`src/common/tdp_pkg.sv`:
```
`default_nettype none
package tdp_pkg;
    // instruction register
    localparam int         IR_W       = 4;
    localparam logic [3:0] IR_BYPASS  = 4'hf;   // loaded by test reset
    localparam logic [3:0] IR_EXTEST  = 4'h0;
    localparam logic [3:0] IR_SAMPLE  = 4'h2;
    localparam logic [3:0] IR_CAP_VAL = 4'h1;   // captured into ir shifter
    // boundary chain length default
    localparam int         BSR_LEN    = 8;
    // input synchroniser bit positions
    localparam int         PIN_W      = 4;
    localparam int         PIN_TCK    = 0;
    localparam int         PIN_TMS    = 1;      // also breakpoint
    localparam int         PIN_SIN    = 2;      // tdi or debug in
    localparam int         PIN_CLK    = 3;      // reset or debug clock
    localparam logic [3:0] PIN_RST    = 4'he;   // idle levels of pins
    // processor status codes
    localparam logic [3:0] PS_CONT    = 4'h0;
    localparam logic [3:0] PS_INSN    = 4'h1;
    localparam logic [3:0] PS_USER    = 4'h3;
    localparam logic [3:0] PS_PULSE   = 4'h4;
    localparam logic [3:0] PS_BRANCH  = 4'h5;
    localparam logic [3:0] PS_RTE     = 4'h7;
    localparam logic [3:0] PS_EXC     = 4'hc;
    localparam logic [3:0] PS_EMU     = 4'hd;
    localparam logic [3:0] PS_STOP    = 4'he;
    localparam logic [3:0] PS_HALT    = 4'hf;
    localparam int         MIN_HOLD   = 2;      // cycles for long codes

    // test controller states, one-hot
    typedef enum logic [15:0] {
        TS_TLR  = 16'h0001, TS_RTI  = 16'h0002,
        TS_SDR  = 16'h0004, TS_CDR  = 16'h0008,
        TS_SHDR = 16'h0010, TS_E1DR = 16'h0020,
        TS_PDR  = 16'h0040, TS_E2DR = 16'h0080,
        TS_UDR  = 16'h0100, TS_SIR  = 16'h0200,
        TS_CIR  = 16'h0400, TS_SHIR = 16'h0800,
        TS_E1IR = 16'h1000, TS_PIR  = 16'h2000,
        TS_E2IR = 16'h4000, TS_UIR  = 16'h8000
    } tdp_tap_e;

    // reserved status code check
    function automatic logic tdp_reserved(input logic [3:0] c);
        tdp_reserved = (c == 4'h2) || (c == 4'h6) || (c[3:2] == 2'b10);
    endfunction : tdp_reserved

    // codes that stand for several cycles
    function automatic logic tdp_long(input logic [3:0] c);
        tdp_long = (c[3:2] == 2'b11);
    endfunction : tdp_long
endpackage : tdp_pkg
`default_nettype wire

```
`src/common/tdp_sts_if.sv`:
```
`default_nettype none
interface tdp_sts_if;
    logic [3:0] code;   // core status request
    logic       vld;    // request present
    logic [3:0] processor_status_code;    // cleaned, registered status
    modport src  (output code, output vld, input processor_status_code);
    modport sink (input code, input vld, output processor_status_code);
endinterface : tdp_sts_if
`default_nettype wire

```
`src/design/tdp_top.sv`:
```
`default_nettype none
module tdp_top #(
    parameter int BSR_W = tdp_pkg::BSR_LEN   // boundary chain length
) (
    // clock and reset
    input  wire logic             clk_sys_i,
    input  wire logic             rst_n_i,
    // mode and shared pins
    input  wire logic             test_mode_select_i,
    input  wire logic             tck_i,
    input  wire logic             tms_breakpoint_request_i,
    input  wire logic             serial_in_i,
    input  wire logic             trst_n_debug_serial_clock_i,
    input  wire logic             force_high_impedance_n_i,
    // serial output pin
    output logic                  serial_out_o,
    output logic                  serial_out_oe_o,
    // status and debug data pins
    output logic [3:0]            processor_status_code_o,
    output logic                  processor_status_code_oe_o,
    output logic [3:0]            debug_data_bus_o,
    output logic                  debug_data_bus_oe_o,
    // core side
    input  wire logic [3:0]       core_status_i,
    input  wire logic             core_status_vld_i,
    input  wire logic [3:0]       core_data_i,
    output logic                  breakpoint_request_o,
    // debug serial link to core
    output logic                  dbg_rx_bit_o,
    output logic                  dbg_rx_vld_o,
    input  wire logic             dbg_tx_bit_i,
    // boundary chain
    input  wire logic [BSR_W-1:0] bsr_pins_i,
    output logic [BSR_W-1:0]      bsr_update_o,
    output logic                  tap_reset_o
);
    import tdp_pkg::*;

    // synchronised pins and edges
    logic [PIN_W-1:0] pins_s;       // filtered pin levels
    logic             tck_q_ff;     // previous tck level
    logic             dclk_q_ff;    // previous debug clock level
    logic             tck_rise;
    logic             tck_fall;
    logic             dclk_rise;
    logic             dclk_fall;
    logic             dbg_mode;     // debug pin mode
    logic             tap_rst_n;    // test logic reset
    logic             tap_rst_raw_n; // test reset before release stages
    logic [2:0]       trst_rel_ff;  // release stages of test reset
    logic             hiz_force;    // float request
    // test controller
    tdp_tap_e         st_ff;
    tdp_tap_e         nxt_st;
    logic [IR_W-1:0]  ir_sh_ff;     // instruction shifter
    logic [IR_W-1:0]  ir_ff;        // current instruction
    logic [BSR_W-1:0] bsr_sh_ff;    // boundary shifter
    logic [BSR_W-1:0] bsr_upd_ff;   // boundary update latch
    logic             byp_ff;       // bypass bit
    logic             bsr_sel;      // boundary chain chosen
    logic             tdo_ff;       // test data out value
    logic             tdo_en_ff;    // shifting out
    // debug side
    logic             breakpoint_request_ff;
    logic             rx_bit_ff;
    logic             rx_vld_ff;
    logic             dso_ff;
    logic [3:0]       debug_data_bus_ff;

    tdp_sts_if sts_if ();

    // pin filter, three stages each
    tdp_sync #(
        .W       (PIN_W),
        .RST_VAL (PIN_RST)
    ) tdp_sync_inst (
        .clk_sys_i (clk_sys_i),
        .rst_n_i   (rst_n_i),
        .raw_i     ({trst_n_debug_serial_clock_i, serial_in_i,
                     tms_breakpoint_request_i, tck_i}),
        .flt_o     (pins_s)
    );

    // mode and asynchronous controls
    assign dbg_mode      = test_mode_select_i;
    assign tap_rst_raw_n = rst_n_i &
                           (dbg_mode | trst_n_debug_serial_clock_i);
    assign hiz_force     = ~dbg_mode & ~force_high_impedance_n_i;

    // test reset: immediate entry, release three clocks later
    // keeps the release of test registers away from clock edges
    always_ff @(posedge clk_sys_i or negedge tap_rst_raw_n) begin
        if (!tap_rst_raw_n) begin
            trst_rel_ff <= '0;
        end else begin
            trst_rel_ff <= {trst_rel_ff[1:0], 1'b1};
        end
    end

    assign tap_rst_n = trst_rel_ff[2];

    // previous clock levels for edge finding
    always_ff @(posedge clk_sys_i or negedge rst_n_i) begin
        if (!rst_n_i) begin
            tck_q_ff  <= 1'b0;
            dclk_q_ff <= 1'b1;
        end else begin
            tck_q_ff  <= pins_s[PIN_TCK];
            dclk_q_ff <= pins_s[PIN_CLK];
        end
    end

    // edges count only in the matching mode
    assign tck_rise  = ~dbg_mode & pins_s[PIN_TCK] & ~tck_q_ff;
    assign tck_fall  = ~dbg_mode & ~pins_s[PIN_TCK] & tck_q_ff;
    assign dclk_rise = dbg_mode & pins_s[PIN_CLK] & ~dclk_q_ff;
    assign dclk_fall = dbg_mode & ~pins_s[PIN_CLK] & dclk_q_ff;

    // controller next state from mode select sample
    function automatic tdp_tap_e tdp_next(input tdp_tap_e s,
                                          input logic     m);
        case (s)
            TS_TLR:  tdp_next = m ? TS_TLR  : TS_RTI;
            TS_RTI:  tdp_next = m ? TS_SDR  : TS_RTI;
            TS_SDR:  tdp_next = m ? TS_SIR  : TS_CDR;
            TS_CDR:  tdp_next = m ? TS_E1DR : TS_SHDR;
            TS_SHDR: tdp_next = m ? TS_E1DR : TS_SHDR;
            TS_E1DR: tdp_next = m ? TS_UDR  : TS_PDR;
            TS_PDR:  tdp_next = m ? TS_E2DR : TS_PDR;
            TS_E2DR: tdp_next = m ? TS_UDR  : TS_SHDR;
            TS_UDR:  tdp_next = m ? TS_SDR  : TS_RTI;
            TS_SIR:  tdp_next = m ? TS_TLR  : TS_CIR;
            TS_CIR:  tdp_next = m ? TS_E1IR : TS_SHIR;
            TS_SHIR: tdp_next = m ? TS_E1IR : TS_SHIR;
            TS_E1IR: tdp_next = m ? TS_UIR  : TS_PIR;
            TS_PIR:  tdp_next = m ? TS_E2IR : TS_PIR;
            TS_E2IR: tdp_next = m ? TS_UIR  : TS_SHIR;
            TS_UIR:  tdp_next = m ? TS_SDR  : TS_RTI;
            default: tdp_next = TS_TLR;
        endcase
    endfunction : tdp_next

    // next state, held unless tck rises
    always_comb begin
        nxt_st = st_ff;
        if (tck_rise) begin
            nxt_st = tdp_next(st_ff, pins_s[PIN_TMS]);
        end
    end

    // controller state, kept while tck stands
    always_ff @(posedge clk_sys_i or negedge tap_rst_n) begin
        if (!tap_rst_n) begin
            st_ff <= TS_TLR;
        end else begin
            st_ff <= nxt_st;
        end
    end

    // extest decode, shared by chain select and update
    function automatic logic tdp_is_extest(input logic [IR_W-1:0] i);
        tdp_is_extest = (i == IR_EXTEST);
    endfunction : tdp_is_extest

    // boundary chain chosen by instruction
    assign bsr_sel = tdp_is_extest(ir_ff) || (ir_ff == IR_SAMPLE);

    // instruction shifter
    always_ff @(posedge clk_sys_i or negedge tap_rst_n) begin
        if (!tap_rst_n) begin
            ir_sh_ff <= IR_CAP_VAL;
        end else if (tck_rise && st_ff == TS_CIR) begin
            ir_sh_ff <= IR_CAP_VAL;
        end else if (tck_rise && st_ff == TS_SHIR) begin
            ir_sh_ff <= {pins_s[PIN_SIN], ir_sh_ff[IR_W-1:1]};
        end
    end

    // current instruction
    always_ff @(posedge clk_sys_i or negedge tap_rst_n) begin
        if (!tap_rst_n) begin
            ir_ff <= IR_BYPASS;
        end else if (tck_rise && st_ff == TS_TLR) begin
            ir_ff <= IR_BYPASS;
        end else if (tck_rise && st_ff == TS_UIR) begin
            ir_ff <= ir_sh_ff;
        end
    end

    // boundary shifter
    always_ff @(posedge clk_sys_i or negedge tap_rst_n) begin
        if (!tap_rst_n) begin
            bsr_sh_ff <= '0;
        end else if (tck_rise && bsr_sel && st_ff == TS_CDR) begin
            bsr_sh_ff <= bsr_pins_i;
        end else if (tck_rise && bsr_sel && st_ff == TS_SHDR) begin
            bsr_sh_ff <= {pins_s[PIN_SIN], bsr_sh_ff[BSR_W-1:1]};
        end
    end

    // boundary update latch, only under extest
    always_ff @(posedge clk_sys_i or negedge tap_rst_n) begin
        if (!tap_rst_n) begin
            bsr_upd_ff <= '0;
        end else if (tck_rise && tdp_is_extest(ir_ff) && st_ff == TS_UDR) begin
            bsr_upd_ff <= bsr_sh_ff;
        end
    end

    // bypass bit
    always_ff @(posedge clk_sys_i or negedge tap_rst_n) begin
        if (!tap_rst_n) begin
            byp_ff <= 1'b0;
        end else if (tck_rise && !bsr_sel && st_ff == TS_CDR) begin
            byp_ff <= 1'b0;
        end else if (tck_rise && !bsr_sel && st_ff == TS_SHDR) begin
            byp_ff <= pins_s[PIN_SIN];
        end
    end

    // test data out on falling tck
    always_ff @(posedge clk_sys_i or negedge tap_rst_n) begin
        if (!tap_rst_n) begin
            tdo_ff    <= 1'b0;
            tdo_en_ff <= 1'b0;
        end else if (tck_fall) begin
            tdo_en_ff <= (st_ff == TS_SHIR) || (st_ff == TS_SHDR);
            if (st_ff == TS_SHIR) begin
                tdo_ff <= ir_sh_ff[0];
            end else if (bsr_sel) begin
                tdo_ff <= bsr_sh_ff[0];
            end else begin
                tdo_ff <= byp_ff;
            end
        end
    end

    // breakpoint level, active low pin
    always_ff @(posedge clk_sys_i or negedge rst_n_i) begin
        if (!rst_n_i) begin
            breakpoint_request_ff <= 1'b0;
        end else begin
            breakpoint_request_ff <= dbg_mode & ~pins_s[PIN_TMS];
        end
    end

    // debug serial receive on rising debug clock
    always_ff @(posedge clk_sys_i or negedge rst_n_i) begin
        if (!rst_n_i) begin
            rx_bit_ff <= 1'b0;
            rx_vld_ff <= 1'b0;
        end else begin
            rx_vld_ff <= dclk_rise;
            if (dclk_rise) begin
                rx_bit_ff <= pins_s[PIN_SIN];
            end
        end
    end

    // debug serial send on falling debug clock
    always_ff @(posedge clk_sys_i or negedge rst_n_i) begin
        if (!rst_n_i) begin
            dso_ff <= 1'b0;
        end else if (dclk_fall) begin
            dso_ff <= dbg_tx_bit_i;
        end
    end

    // debug data capture
    always_ff @(posedge clk_sys_i or negedge rst_n_i) begin
        if (!rst_n_i) begin
            debug_data_bus_ff <= '0;
        end else begin
            debug_data_bus_ff <= core_data_i;
        end
    end

    // status cleaner
    assign sts_if.code = core_status_i;
    assign sts_if.vld  = core_status_vld_i;

    tdp_status tdp_status_inst (
        .clk_sys_i (clk_sys_i),
        .rst_n_i   (rst_n_i),
        .sts       (sts_if)
    );

    // serial output mux; force-float leaves test data out alone
    assign serial_out_o    = dbg_mode ? dso_ff : tdo_ff;
    assign serial_out_oe_o = dbg_mode |
                             (tdo_en_ff & trst_n_debug_serial_clock_i);

    // status pins only in debug mode
    assign processor_status_code_o    = sts_if.processor_status_code;
    assign processor_status_code_oe_o = dbg_mode;

    // debug data pins float on force-float
    assign debug_data_bus_o    = debug_data_bus_ff;
    assign debug_data_bus_oe_o = ~hiz_force;

    // core side
    assign breakpoint_request_o = breakpoint_request_ff;
    assign dbg_rx_bit_o         = rx_bit_ff;
    assign dbg_rx_vld_o         = rx_vld_ff;
    assign bsr_update_o         = bsr_upd_ff;
    assign tap_reset_o          = (st_ff == TS_TLR);
endmodule : tdp_top
`default_nettype wire

```
`src/design/tdp_sync.sv`:
```
`default_nettype none
module tdp_sync #(
    parameter int             W       = 1,
    parameter logic [W-1:0]   RST_VAL = '0
) (
    // clock and reset
    input  wire logic         clk_sys_i,
    input  wire logic         rst_n_i,
    // raw and filtered levels
    input  wire logic [W-1:0] raw_i,
    output logic      [W-1:0] flt_o
);
    logic [W-1:0] s1_ff;    // first stage, read only by s2
    logic [W-1:0] s2_ff;
    logic [W-1:0] s3_ff;
    logic [W-1:0] out_ff;

    // three-stage chain
    always_ff @(posedge clk_sys_i or negedge rst_n_i) begin
        if (!rst_n_i) begin
            s1_ff <= RST_VAL;
            s2_ff <= RST_VAL;
            s3_ff <= RST_VAL;
        end else begin
            s1_ff <= raw_i;
            s2_ff <= s1_ff;
            s3_ff <= s2_ff;
        end
    end

    // bit changes only when stages two and three agree
    always_ff @(posedge clk_sys_i or negedge rst_n_i) begin
        if (!rst_n_i) begin
            out_ff <= RST_VAL;
        end else begin
            out_ff <= ((s2_ff ~^ s3_ff) & s3_ff) | ((s2_ff ^ s3_ff) & out_ff);
        end
    end

    assign flt_o = out_ff;
endmodule : tdp_sync
`default_nettype wire

```
`src/design/tdp_status.sv`:
```
`default_nettype none
module tdp_status
    import tdp_pkg::*;
(
    // clock and reset
    input  wire logic clk_sys_i,
    input  wire logic rst_n_i,
    // status request and result
    tdp_sts_if.sink   sts
);
    logic [3:0] pst_ff;     // registered status code
    logic [1:0] hold_ff;    // cycles left on a long code

    // pick the code to show each cycle
    always_ff @(posedge clk_sys_i or negedge rst_n_i) begin
        if (!rst_n_i) begin
            pst_ff  <= PS_CONT;
            hold_ff <= '0;
        end else if (hold_ff != '0) begin
            hold_ff <= hold_ff - 2'd1;
        end else if (sts.vld && !tdp_reserved(sts.code)) begin
            pst_ff  <= sts.code;
            hold_ff <= tdp_long(sts.code) ?
                       2'(MIN_HOLD - 1) : 2'd0;
        end else begin
            pst_ff  <= PS_CONT;
        end
    end

    assign sts.processor_status_code = pst_ff;
endmodule : tdp_status
`default_nettype wire

```
`config.mk`:
```
export PLATFORM = sky130hd
export DESIGN_NAME = tdp_top
export DESIGN_NICKNAME = d
export VERILOG_FILES = /design/src/common/tdp_pkg.sv /design/src/common/tdp_sts_if.sv /design/src/design/tdp_top.sv /design/src/design/tdp_sync.sv /design/src/design/tdp_status.sv
export SDC_FILE = /design/constraint.sdc
export NUM_CORES = 1
export LEC_CHECK = 0
export ABC_AREA = 1
export BUFFER_PORTS_ARGS = -buffer_cell sky130_fd_sc_hd__buf_2
export CORE_ASPECT_RATIO = 1.75
export CORE_MARGIN = 2
export CORE_UTILIZATION = 35
export CTS_CLUSTER_SIZE = 30
export DETAILED_ROUTE_END_ITERATION = 6
export REMOVE_ABC_BUFFERS = 1
export SKIP_CTS_REPAIR_TIMING = 1
export SLEW_MARGIN = 30
export SYNTH_ARGS = -nofsm -noshare
export SYNTH_HDL_FRONTEND = slang
export SYNTH_SLANG_ARGS = --single-unit
```
`constraint.sdc`:
```
create_clock -name clk_sys_i -period 1.7 [get_ports clk_sys_i]
set_clock_uncertainty 0.15 [all_clocks]
set_input_delay 0.085 -clock clk_sys_i [delete_from_list [all_inputs] [get_ports clk_sys_i]]
set_output_delay 0.085 -clock clk_sys_i [all_outputs]
set_load 0.01 [all_outputs]
```
======== Word level (Yosys, flattened, before mapping) ========
Index checks and enable logic that the tools add are counted.
storage, ports and cells
  register bits after elaboration ......... 78
  bits of input ports ..................... 26
  output and inout bits ................... 24
  word-level logic and storage cells ...... 128
cells by class
  add/subtract/negate cells ............... 1
  equality and inequality tests ........... 21
  mux-type cells .......................... 28
  bitwise gates (word level) .............. 27
  reductions and logical operators ........ 29
operators with widths
  kind                                                                     number
  16-bit one-hot mux with 12 select lines                                  1
  16-bit two-way mux                                                       2
  8-bit two-way mux                                                        3
  4-bit two-way mux                                                        5
  9-bit two-way mux                                                        2
  16-bit by 1-bit equality test with 1-bit output, second input constant   1
  16-bit by 10-bit equality test with 1-bit output, second input constant  1
  16-bit by 11-bit equality test with 1-bit output, second input constant  1
  16-bit by 12-bit equality test with 1-bit output, second input constant  1
  16-bit by 13-bit equality test with 1-bit output, second input constant  1
  16-bit by 14-bit equality test with 1-bit output, second input constant  1
  16-bit by 15-bit equality test with 1-bit output, second input constant  1
  16-bit equality test, second input constant                              1
  16-bit by 2-bit equality test with 1-bit output, second input constant   1
  16-bit by 3-bit equality test with 1-bit output, second input constant   1
  16-bit by 4-bit equality test with 1-bit output, second input constant   1
  16-bit by 5-bit equality test with 1-bit output, second input constant   1
  16-bit by 6-bit equality test with 1-bit output, second input constant   1
  16-bit by 7-bit equality test with 1-bit output, second input constant   1
  16-bit by 8-bit equality test with 1-bit output, second input constant   1
  16-bit by 9-bit equality test with 1-bit output, second input constant   1
  15-bit two-way mux                                                       1
  1-bit logical AND                                                        13
  13-bit two-way mux                                                       1
  other kinds (23)                                                         62

======== Longest topological paths before layout ========
Gate-level depths: netlist of run 1.
  word-level depth ........................ 7
  gate-level depth with buffers ........... 11
  mapped depth without buffers ............ 11

======== Modules after synthesis ========
Synthesis of run 1 repeated with hierarchy kept, for this count alone.
second synthesis, totals
  cell total of the unflattened synthesis .. 362
  area, all modules ....................... 3474.6 sq um
by module, submodules not included
  module      instances  cells each  area each (sq um)  seq. area each (sq um)
  tdp_top     1          298         2668.8             1410.1
  tdp_sync    1          32          510.5              415.4
  tdp_status  1          32          295.3              150.1

======== Worst setup path before layout of run 1 ========
Ideal clock, no wire load.
  kind .................................... register to register
  from .................................... register st_ff[7]
  to ...................................... register ir_sh_ff[2]
  arrival ................................. 1.405 ns
  required time ........................... 1.433 ns
  setup slack ............................. 0.027 ns
  stages on the path, launching flop included .. 11
  path buffers ............................ 1
  path through ............................ dfrtp_1 nor2_2 nand2_2 clkinv_4 nand2_4 nor2_8 o21ai_2 or2_0 buf_6 nand2_1 o21ai_2
between the ends
  cells in the longest elaborated chain, start to end .. 3
  elaborated cells between the ends (all ways) .. 6
  classes of those cells .................. 2 x eq/ne; 1 x mux; 3 x reduce/logical
RTL lines
  what                                                                                                                         line                            source
  start, declared                                                                                                              tdp_top.sv:53                   tdp_tap_e st_ff;
  start signal, assigned                                                                                                       tdp_top.sv:156                  st_ff <= nxt_st;
  16-bit by 11-bit equality test with 1-bit output / 16-bit by 12-bit equality test with 1-bit output (equally long branches)  tdp_top.sv:172, tdp_top.sv:174
  1-bit logical AND, on equally long branches                                                                                  tdp_top.sv:172, tdp_top.sv:174
  4-bit two-way mux / 2-bit nonzero test (equally long branches)                                                               --
  end signal, assigned                                                                                                         tdp_top.sv:175                  ir_sh_ff <= {pins_s[PIN_SIN], ir_sh_ff[IR_W-1:1]};
  end, declared                                                                                                                tdp_top.sv:55                   logic [IR_W-1:0] ir_sh_ff;
Several ways; a longest one is shown, not always the timed one.
A chain may end at the register's enable or synchronous reset.

======== Worst setup path after layout of run 1 ========
  from .................................... register st_ff[13]
  to ...................................... register bsr_sh_ff[4]
between the ends
  cells in the longest elaborated chain, start to end .. 3
  elaborated cells between the ends (all ways) .. 6
  classes of those cells .................. 2 x eq/ne; 1 x mux; 3 x reduce/logical
RTL lines
  what                                                                                                                       line                            source
  16-bit by 4-bit equality test with 1-bit output / 16-bit by 5-bit equality test with 1-bit output (equally long branches)  tdp_top.sv:194, tdp_top.sv:196
  1-bit logical AND, on equally long branches                                                                                tdp_top.sv:194, tdp_top.sv:196
  8-bit two-way mux / 2-bit nonzero test (equally long branches)                                                             --
  end signal, assigned                                                                                                       tdp_top.sv:195                  bsr_sh_ff <= bsr_pins_i;
  end signal, assigned                                                                                                       tdp_top.sv:197                  bsr_sh_ff <= {pins_s[PIN_SIN], bsr_sh_ff[BSR_W-1:1]};
  end, declared                                                                                                              tdp_top.sv:57                   logic [BSR_W-1:0] bsr_sh_ff;
Several ways; a longest one is shown, not always the timed one.

==> results of run 1 <==
kinds of logic after synthesis:
kind of cell    after synthesis  synth area share (%)
compound gates               71                 12.40
mux                           2                0.6488
buf+inv                      50                 6.453
fa+ha+maj                     4                 1.442
other cells                   1                0.1080
flops                        78                 56.92
simple gates                159                 22.03
worst min-delay path: stages:
cell and delay, ns:
buf_2 0.10, nand2_1 0.05, inv_1 0.04, nand2_1 0.08, a21oi_1 0.06
where the power goes:
| group | internal, mW | switching [mW] |
|---|---|---|
| Clock | 1.49 | 0.773 |
| Sequential | 2.12 | 0.159 |
| Combinational | 0.845 | 0.989 |
per-layer routing:
metal  track usage [%]  part of all wire (%)  routed length, um
met1             17.03                    37               3017
met2             28.15                    56               4568
met3             3.800                   3.4                282
met4             7.759                   4.0                327
met5                 0                     0                  0
synthesized netlist by cell type (all sizes together), types with 2 or more instances:
cell type and instances:
a21o 4, a21oi 8, buf 7, dfrtp 59
dfstp 19, ha 4, inv 42, mux2 2
nand2 81, nand3 18, nor2 47, nor3 9
o21a 2, o21ai 37, o22ai 15, o31ai 2
or2 2
metrics by stage:
stage	std cells	setup TNS, ns	power [mW]	utilization, %
after detailed placement	566	-1.428	3.721	41.86
after global routing	614	-2.830	6.735	50.80
final	614	-0.7089	6.377	50.80
after global placement	566	-1.100	3.683	41.86
after CTS	582	-2.045	6.007	45.52
after floorplan	358	-2.829	3.151	-
registers in the layout, indices dropped and copies added (netlist names), 2 cells and up:
| signal | cells |
|---|---|
| st_ff | 16 |
| bsr_sh_ff | 8 |
| bsr_update_o | 8 |
| debug_data_bus_o | 4 |
| ir_ff | 4 |
| ir_sh_ff | 4 |
| tdp_status_inst.sts.processor_status_code | 4 |
| tdp_sync_inst.flt_o | 4 |
| tdp_sync_inst.s1_ff | 4 |
| tdp_sync_inst.s2_ff | 4 |
| tdp_sync_inst.s3_ff | 4 |
| trst_rel_ff | 3 |
| tdp_status_inst.hold_ff | 2 |
worst max path at each step:
stage	end	slack [ns]
2_1_floorplan	bsr_sh_ff[0]$_DFFE_PN0P_	-0.15
3_5_place_dp	ir_ff[0]$_DFFE_PN1P_	-0.15
4_1_cts	tap_reset_o	-0.17
6_report	bsr_sh_ff[4]$_DFFE_PN0P_	-0.07
3_3_place_gp	ir_ff[3]$_DFFE_PN1P_	-0.11
5_1_grt	bsr_sh_ff[6]$_DFFE_PN0P_	-0.15
final cells by class:
cell class | instances | area share (%)
sequential | 78 | 39.97
multi-input combinational | 237 | 29.19
timing repair buffer | 115 | 17.04
clock buffer | 10 | 4.835
inverter | 43 | 3.418
tap | 125 | 3.165
clock inverter | 6 | 2.380
==> run summary, run 1 <==
crit-path max FO = 8
clk sinks = 78
Yosys top cell area share = 42.54%
CP arrival = 1.84 ns
post-route design area = 0.004942 sq mm
outcome = complete, but fails checks
Syn Std Cell Area = 0.003471 sq mm
Critical Path End Type = register
failing checks = hold timing, setup timing
TritonCTS Buffers = 9
# fillers = 906
CP Buf/Inv Count = 1
Min-Delay Endpoint = tdp_status_inst.hold_ff[0]$_DFFE_PN0P_
FMAX = 0.5642 GHz
number of flops mapped to enable cells by yosys = 0
io pins = 50
max incr delay on CP = 0.41 ns
Chip Height = 135.7 um
overall routed net length = 8.196 mm
Post-DRT Antenna Nets = 0
Final WS setup = -0.07240 ns
leakage = 2.339 nW
fin crit period = 1.772 ns
peak supply drop = 0.7119 mV
Skew-Pair Late Insertion Delay = 0.34 ns
most common cell after layout, fill and taps aside = nand2_1
Tot GR Track Use = 15.74%
most frequent cells in the layout = nand2_1 (66), dfrtp_1 (59), buf_2 (48)
sequential cell area = 0.001976 sq mm
hpwl dp = 5.712 mm
Most used DFF post-synth = dfrtp_1
initial drt markers = 136
WHS = -0.01715 ns
IO Port Bufs = 49
cell family with most CP delay = simple AND/OR/NAND/NOR gates
pre-CTS setup slack = -0.1526 ns
Tcrit/Tclk final = 104.3%
Least-Margin Pin Slew = 0.5424 ns
Synth Instances = 365
Cell variety after synth = 42
Warnings, synthesis = 0
DRC = 0
R2R depth = 9
largest net degree at the start of global routing = 44
multi-input logic area = 0.001443 sq mm
wire length of the first global-routing pass = 12.88 mm
FP Rows = 48
Pins Over Slew Limit = 0
share of layout cells above drive strength 1 = 39.26%
antenna diode count = 0
Worst R2R Start = st_ff[13]$_DFFE_PN0P_
Synth area leader = dfrtp_1
routed vias/inst = 4.735
R2R setup slack = -0.07 ns
Required @ worst endpoint = 1.77 ns
hold path depth = 5
slowest CP cell = dfrtp_1
Overflow after GRT = 0
fin nets = 514
clock tree buffer depth = 2
ys async rst share = 100.0%
Crit path depth = 9
sequential cell area fraction in the yosys report = 56.92%
Hold Vio Cnt, Final = 2
Die ar. = 0.01076 sq mm
Hold Crit Class = primary input to register
CTS clk-pin slew, worst paths = 0.06 ns
cell area power density = 1290 mW/mm^2
Synth area leaders = dfrtp_1 (43%), dfstp_2 (14%), nand2_1 (8.0%)
Worst setup SP type = register
Final Setup Violations = 19
Pre-Repair DR Iteration Count = 5
Die X = 79.28 um
Synth Register Bits = 78
critical path launch point = st_ff[13]$_DFFE_PN0P_
reg-to-reg critical path endpoint = bsr_sh_ff[4]$_DFFE_PN0P_
hold path start = core_status_i[3]
core area = 0.009729 sq mm
wire per inst = 13.35 um
vias in the first global route = 2,730
Root Driver = clkbuf_16
routability-driven placement congestion ratio = 0.8583
placed inst area = 0.004073 sq mm
Area Growth Syn to Fin = 42.39%
headroom to the max-slew limit = 63.84%
CTS tree = done
crit path cell chain = nor2_4 > nand2_4 > nor2_4 > buf_6 > nand2_2 > nand2_4 > nand3_4 > nand2_1 > o21ai_2
# H-tree levels = 3
via count = 2,907
Setup CP Type = register to register
initial antenna violation count = 0
RSZ-0062 raised after global routing = yes
Starting Density = 35.67%
Max-cap violations = 0
Post-Syn Area per Cell = 9.509 sq um
No activity file was read; power rests on OpenSTA's default activity.
==> inputs of run 2 (changes only) <==
- clock period: 1.7 -> 1.65 ns (I/O delays scaled with it)
==> run summary, run 2 (synthesis gave the netlist of run 1 again) <==
max FFs per register = 16 (unchanged)
fin crit period = 1.802 ns
cell area power density = 1276 mW/mm^2 (-1.1%)
most common cell after layout, fill and taps aside = dfrtp_1
Skew-Pair Late Insertion Delay = 0.34 ns (about the same)
Min-Delay Endpoint = tdp_status_inst.hold_ff[0]$_DFFE_PN0P_
met3 wire length = 335 um (+19%)
Tcrit/Tclk final = 109.2%
Hold Crit Class = primary input to register
Die X = 79.28 um (unchanged)
leakage = 2.370 nW (+1.3%)
fin nets = 517 (+0.58%)
Most flops, register = st_ff
R2R depth = 10 (+1)
routability-driven placement congestion ratio = 0.8561 (-0.26%)
Util after Layout = 52.17% (+1.4 points)
via count = 2,889 (-0.62%)
WHS = -0.02265 ns (-0.005503 ns)
# H-tree levels = 3 (unchanged)
overall routed net length = 8.141 mm (-0.67%)
DRT met1 WL = 3.057 mm (+1.3%)
hpwl dp = 5.700 mm (-0.21%)
Max-cap violations = 0 (unchanged)
Hold Vio Cnt, Final = 2 (unchanged)
fin cells = 617 (+0.49%)
highest metal used = met4
total design power = 6.477 mW (+1.6%)
Pins Over Slew Limit = 0 (unchanged)
antenna diode count = 0 (unchanged)
vias in the first global route = 2,845 (+4.2%)
# placed instances = 572 (+1.1%)
reg-to-reg critical path endpoint = ir_sh_ff[3]$_DFFE_PN0P_
Required @ worst endpoint = 1.42 ns (-0.35 ns)
TritonCTS Buffers = 9 (unchanged)
Worst R2R Start = st_ff[7]$_DFFE_PN0P_
met2 wire length = 4.497 mm (-1.6%)
Root Driver = clkbuf_16
R2R setup slack = -0.11 ns (-0.04 ns)
io pins = 50 (unchanged)
Pre-Repair DR Iteration Count = 5 (unchanged)
Post-DRT Antenna Nets = 0 (unchanged)
# fillers = 886 (-2.2%)
hold path depth = 5 (unchanged)
FMAX = 0.5548 GHz
CTS clk-pin slew, worst paths = 0.06 ns (about the same)
CTS tree = done
failing checks = hold timing, setup timing
initial drt markers = 132 (-2.9%)
Area Growth Syn to Fin = 46.25%
clk sinks = 78 (unchanged)
Final WS setup = -0.1525 ns (-0.08007 ns)
share of layout cells above drive strength 1 = 43.09% (+3.8 points)
most frequent cells in the layout = dfrtp_1 (59), nand2_1 (51), buf_2 (48)
core area = 0.009729 sq mm (unchanged)
hold path start = core_status_i[3]
Tot GR Track Use = 15.70% (-0.034 points)
wire per inst = 13.19 um (-1.2%)
clock tree buffer depth = 2 (unchanged)
CP arrival = 1.57 ns (-0.27 ns)
Chip Height = 135.7 um (unchanged)
IO Port Bufs = 49 (unchanged)
wire length of the first global-routing pass = 12.97 mm (+0.75%)
outcome = complete, but fails checks
Overflow after GRT = 0 (unchanged)
initial antenna violation count = 0 (unchanged)
Starting Density = 35.67% (unchanged)
Setup CP Type = register to output pin
RSZ-0062 raised after global routing = yes
headroom to the max-slew limit = 63.50% (-0.34 points)
DRC = 0 (unchanged)
crit-path max FO = 3 (-5)
largest net degree at the start of global routing = 44 (unchanged)
Final Setup Violations = 31 (+12)
Worst setup SP type = register
peak supply drop = 0.7773 mV (+9.2%)
routed vias/inst = 4.682 (-1.1%)
Least-Margin Pin Slew = 0.5475 ns (+0.005026 ns)
FP Rows = 48 (unchanged)
Critical Path End Type = output pin
Die ar. = 0.01076 sq mm (unchanged)
[run 2: through the flow]
stage	area [sq um]	setup TNS (ns)	setup WS (ns)	hold slack (ns)
3_5_place_dp	4143	-1.950	-0.1676	-0.1497
6_report	5076	-2.035	-0.1525	-0.02265
3_3_place_gp	4143	-1.485	-0.1131	-0.1558
4_1_cts	4467	-2.578	-0.2836	-0.5126
5_1_grt	5076	-5.090	-0.2549	0.01000
2_1_floorplan	3416	-4.181	-0.2021	-0.3631
[run 2: worst max-delay path, cell delays in order (launching register included)]
cell and delay (ns):
dfrtp_1 0.39, nor2_2 0.15, nand2_2 0.11, nor2_4 0.16, buf_6 0.12, nand3_4 0.06
buf_6 0.12, inv_2 0.04, buf_6 0.09
[run 2: metal layers]
layer | up-vias | GRT usage, %
li1 | 1435 | -
met4 | 0 | 6.418
met1 | 1365 | 17.15
met2 | 68 | 28.48
met3 | 21 | 3.933
met5 | - | 0
[run 2: power breakdown]
part,switching (mW),internal (mW),leakage (nW)
logic,1.04,0.954,1.23
clock network,0.767,1.37,0.156
registers,0.161,2.19,0.985
total,1.97,4.51,2.37
[run 2: cell type report]
cell class | instances | area, sq um | area share (%)
clock buffer | 11 | 242.7 | 4.782
multi-input combinational | 237 | 1536 | 30.27
timing repair buffer | 118 | 914.6 | 18.02
clock inverter | 5 | 81.33 | 1.602
inverter | 43 | 168.9 | 3.328
tap | 125 | 156.4 | 3.081
sequential | 78 | 1976 | 38.92
[run 2: worst max-delay path by stage]
stage	startpoint	end	slack (ns)	cells past startpoint
floorplan	st_ff[12]$_DFFE_PN0P_	bsr_sh_ff[0]$_DFFE_PN0P_	-0.20	8
global placement	st_ff[11]$_DFFE_PN0P_	ir_ff[3]$_DFFE_PN1P_	-0.11	8
detailed placement	st_ff[11]$_DFFE_PN0P_	ir_ff[3]$_DFFE_PN1P_	-0.17	8
CTS	st_ff[11]$_DFFE_PN0P_	tap_reset_o	-0.28	8
global route	st_ff[13]$_DFFE_PN0P_	tap_reset_o	-0.25	8
finish	st_ff[13]$_DFFE_PN0P_	tap_reset_o	-0.15	8
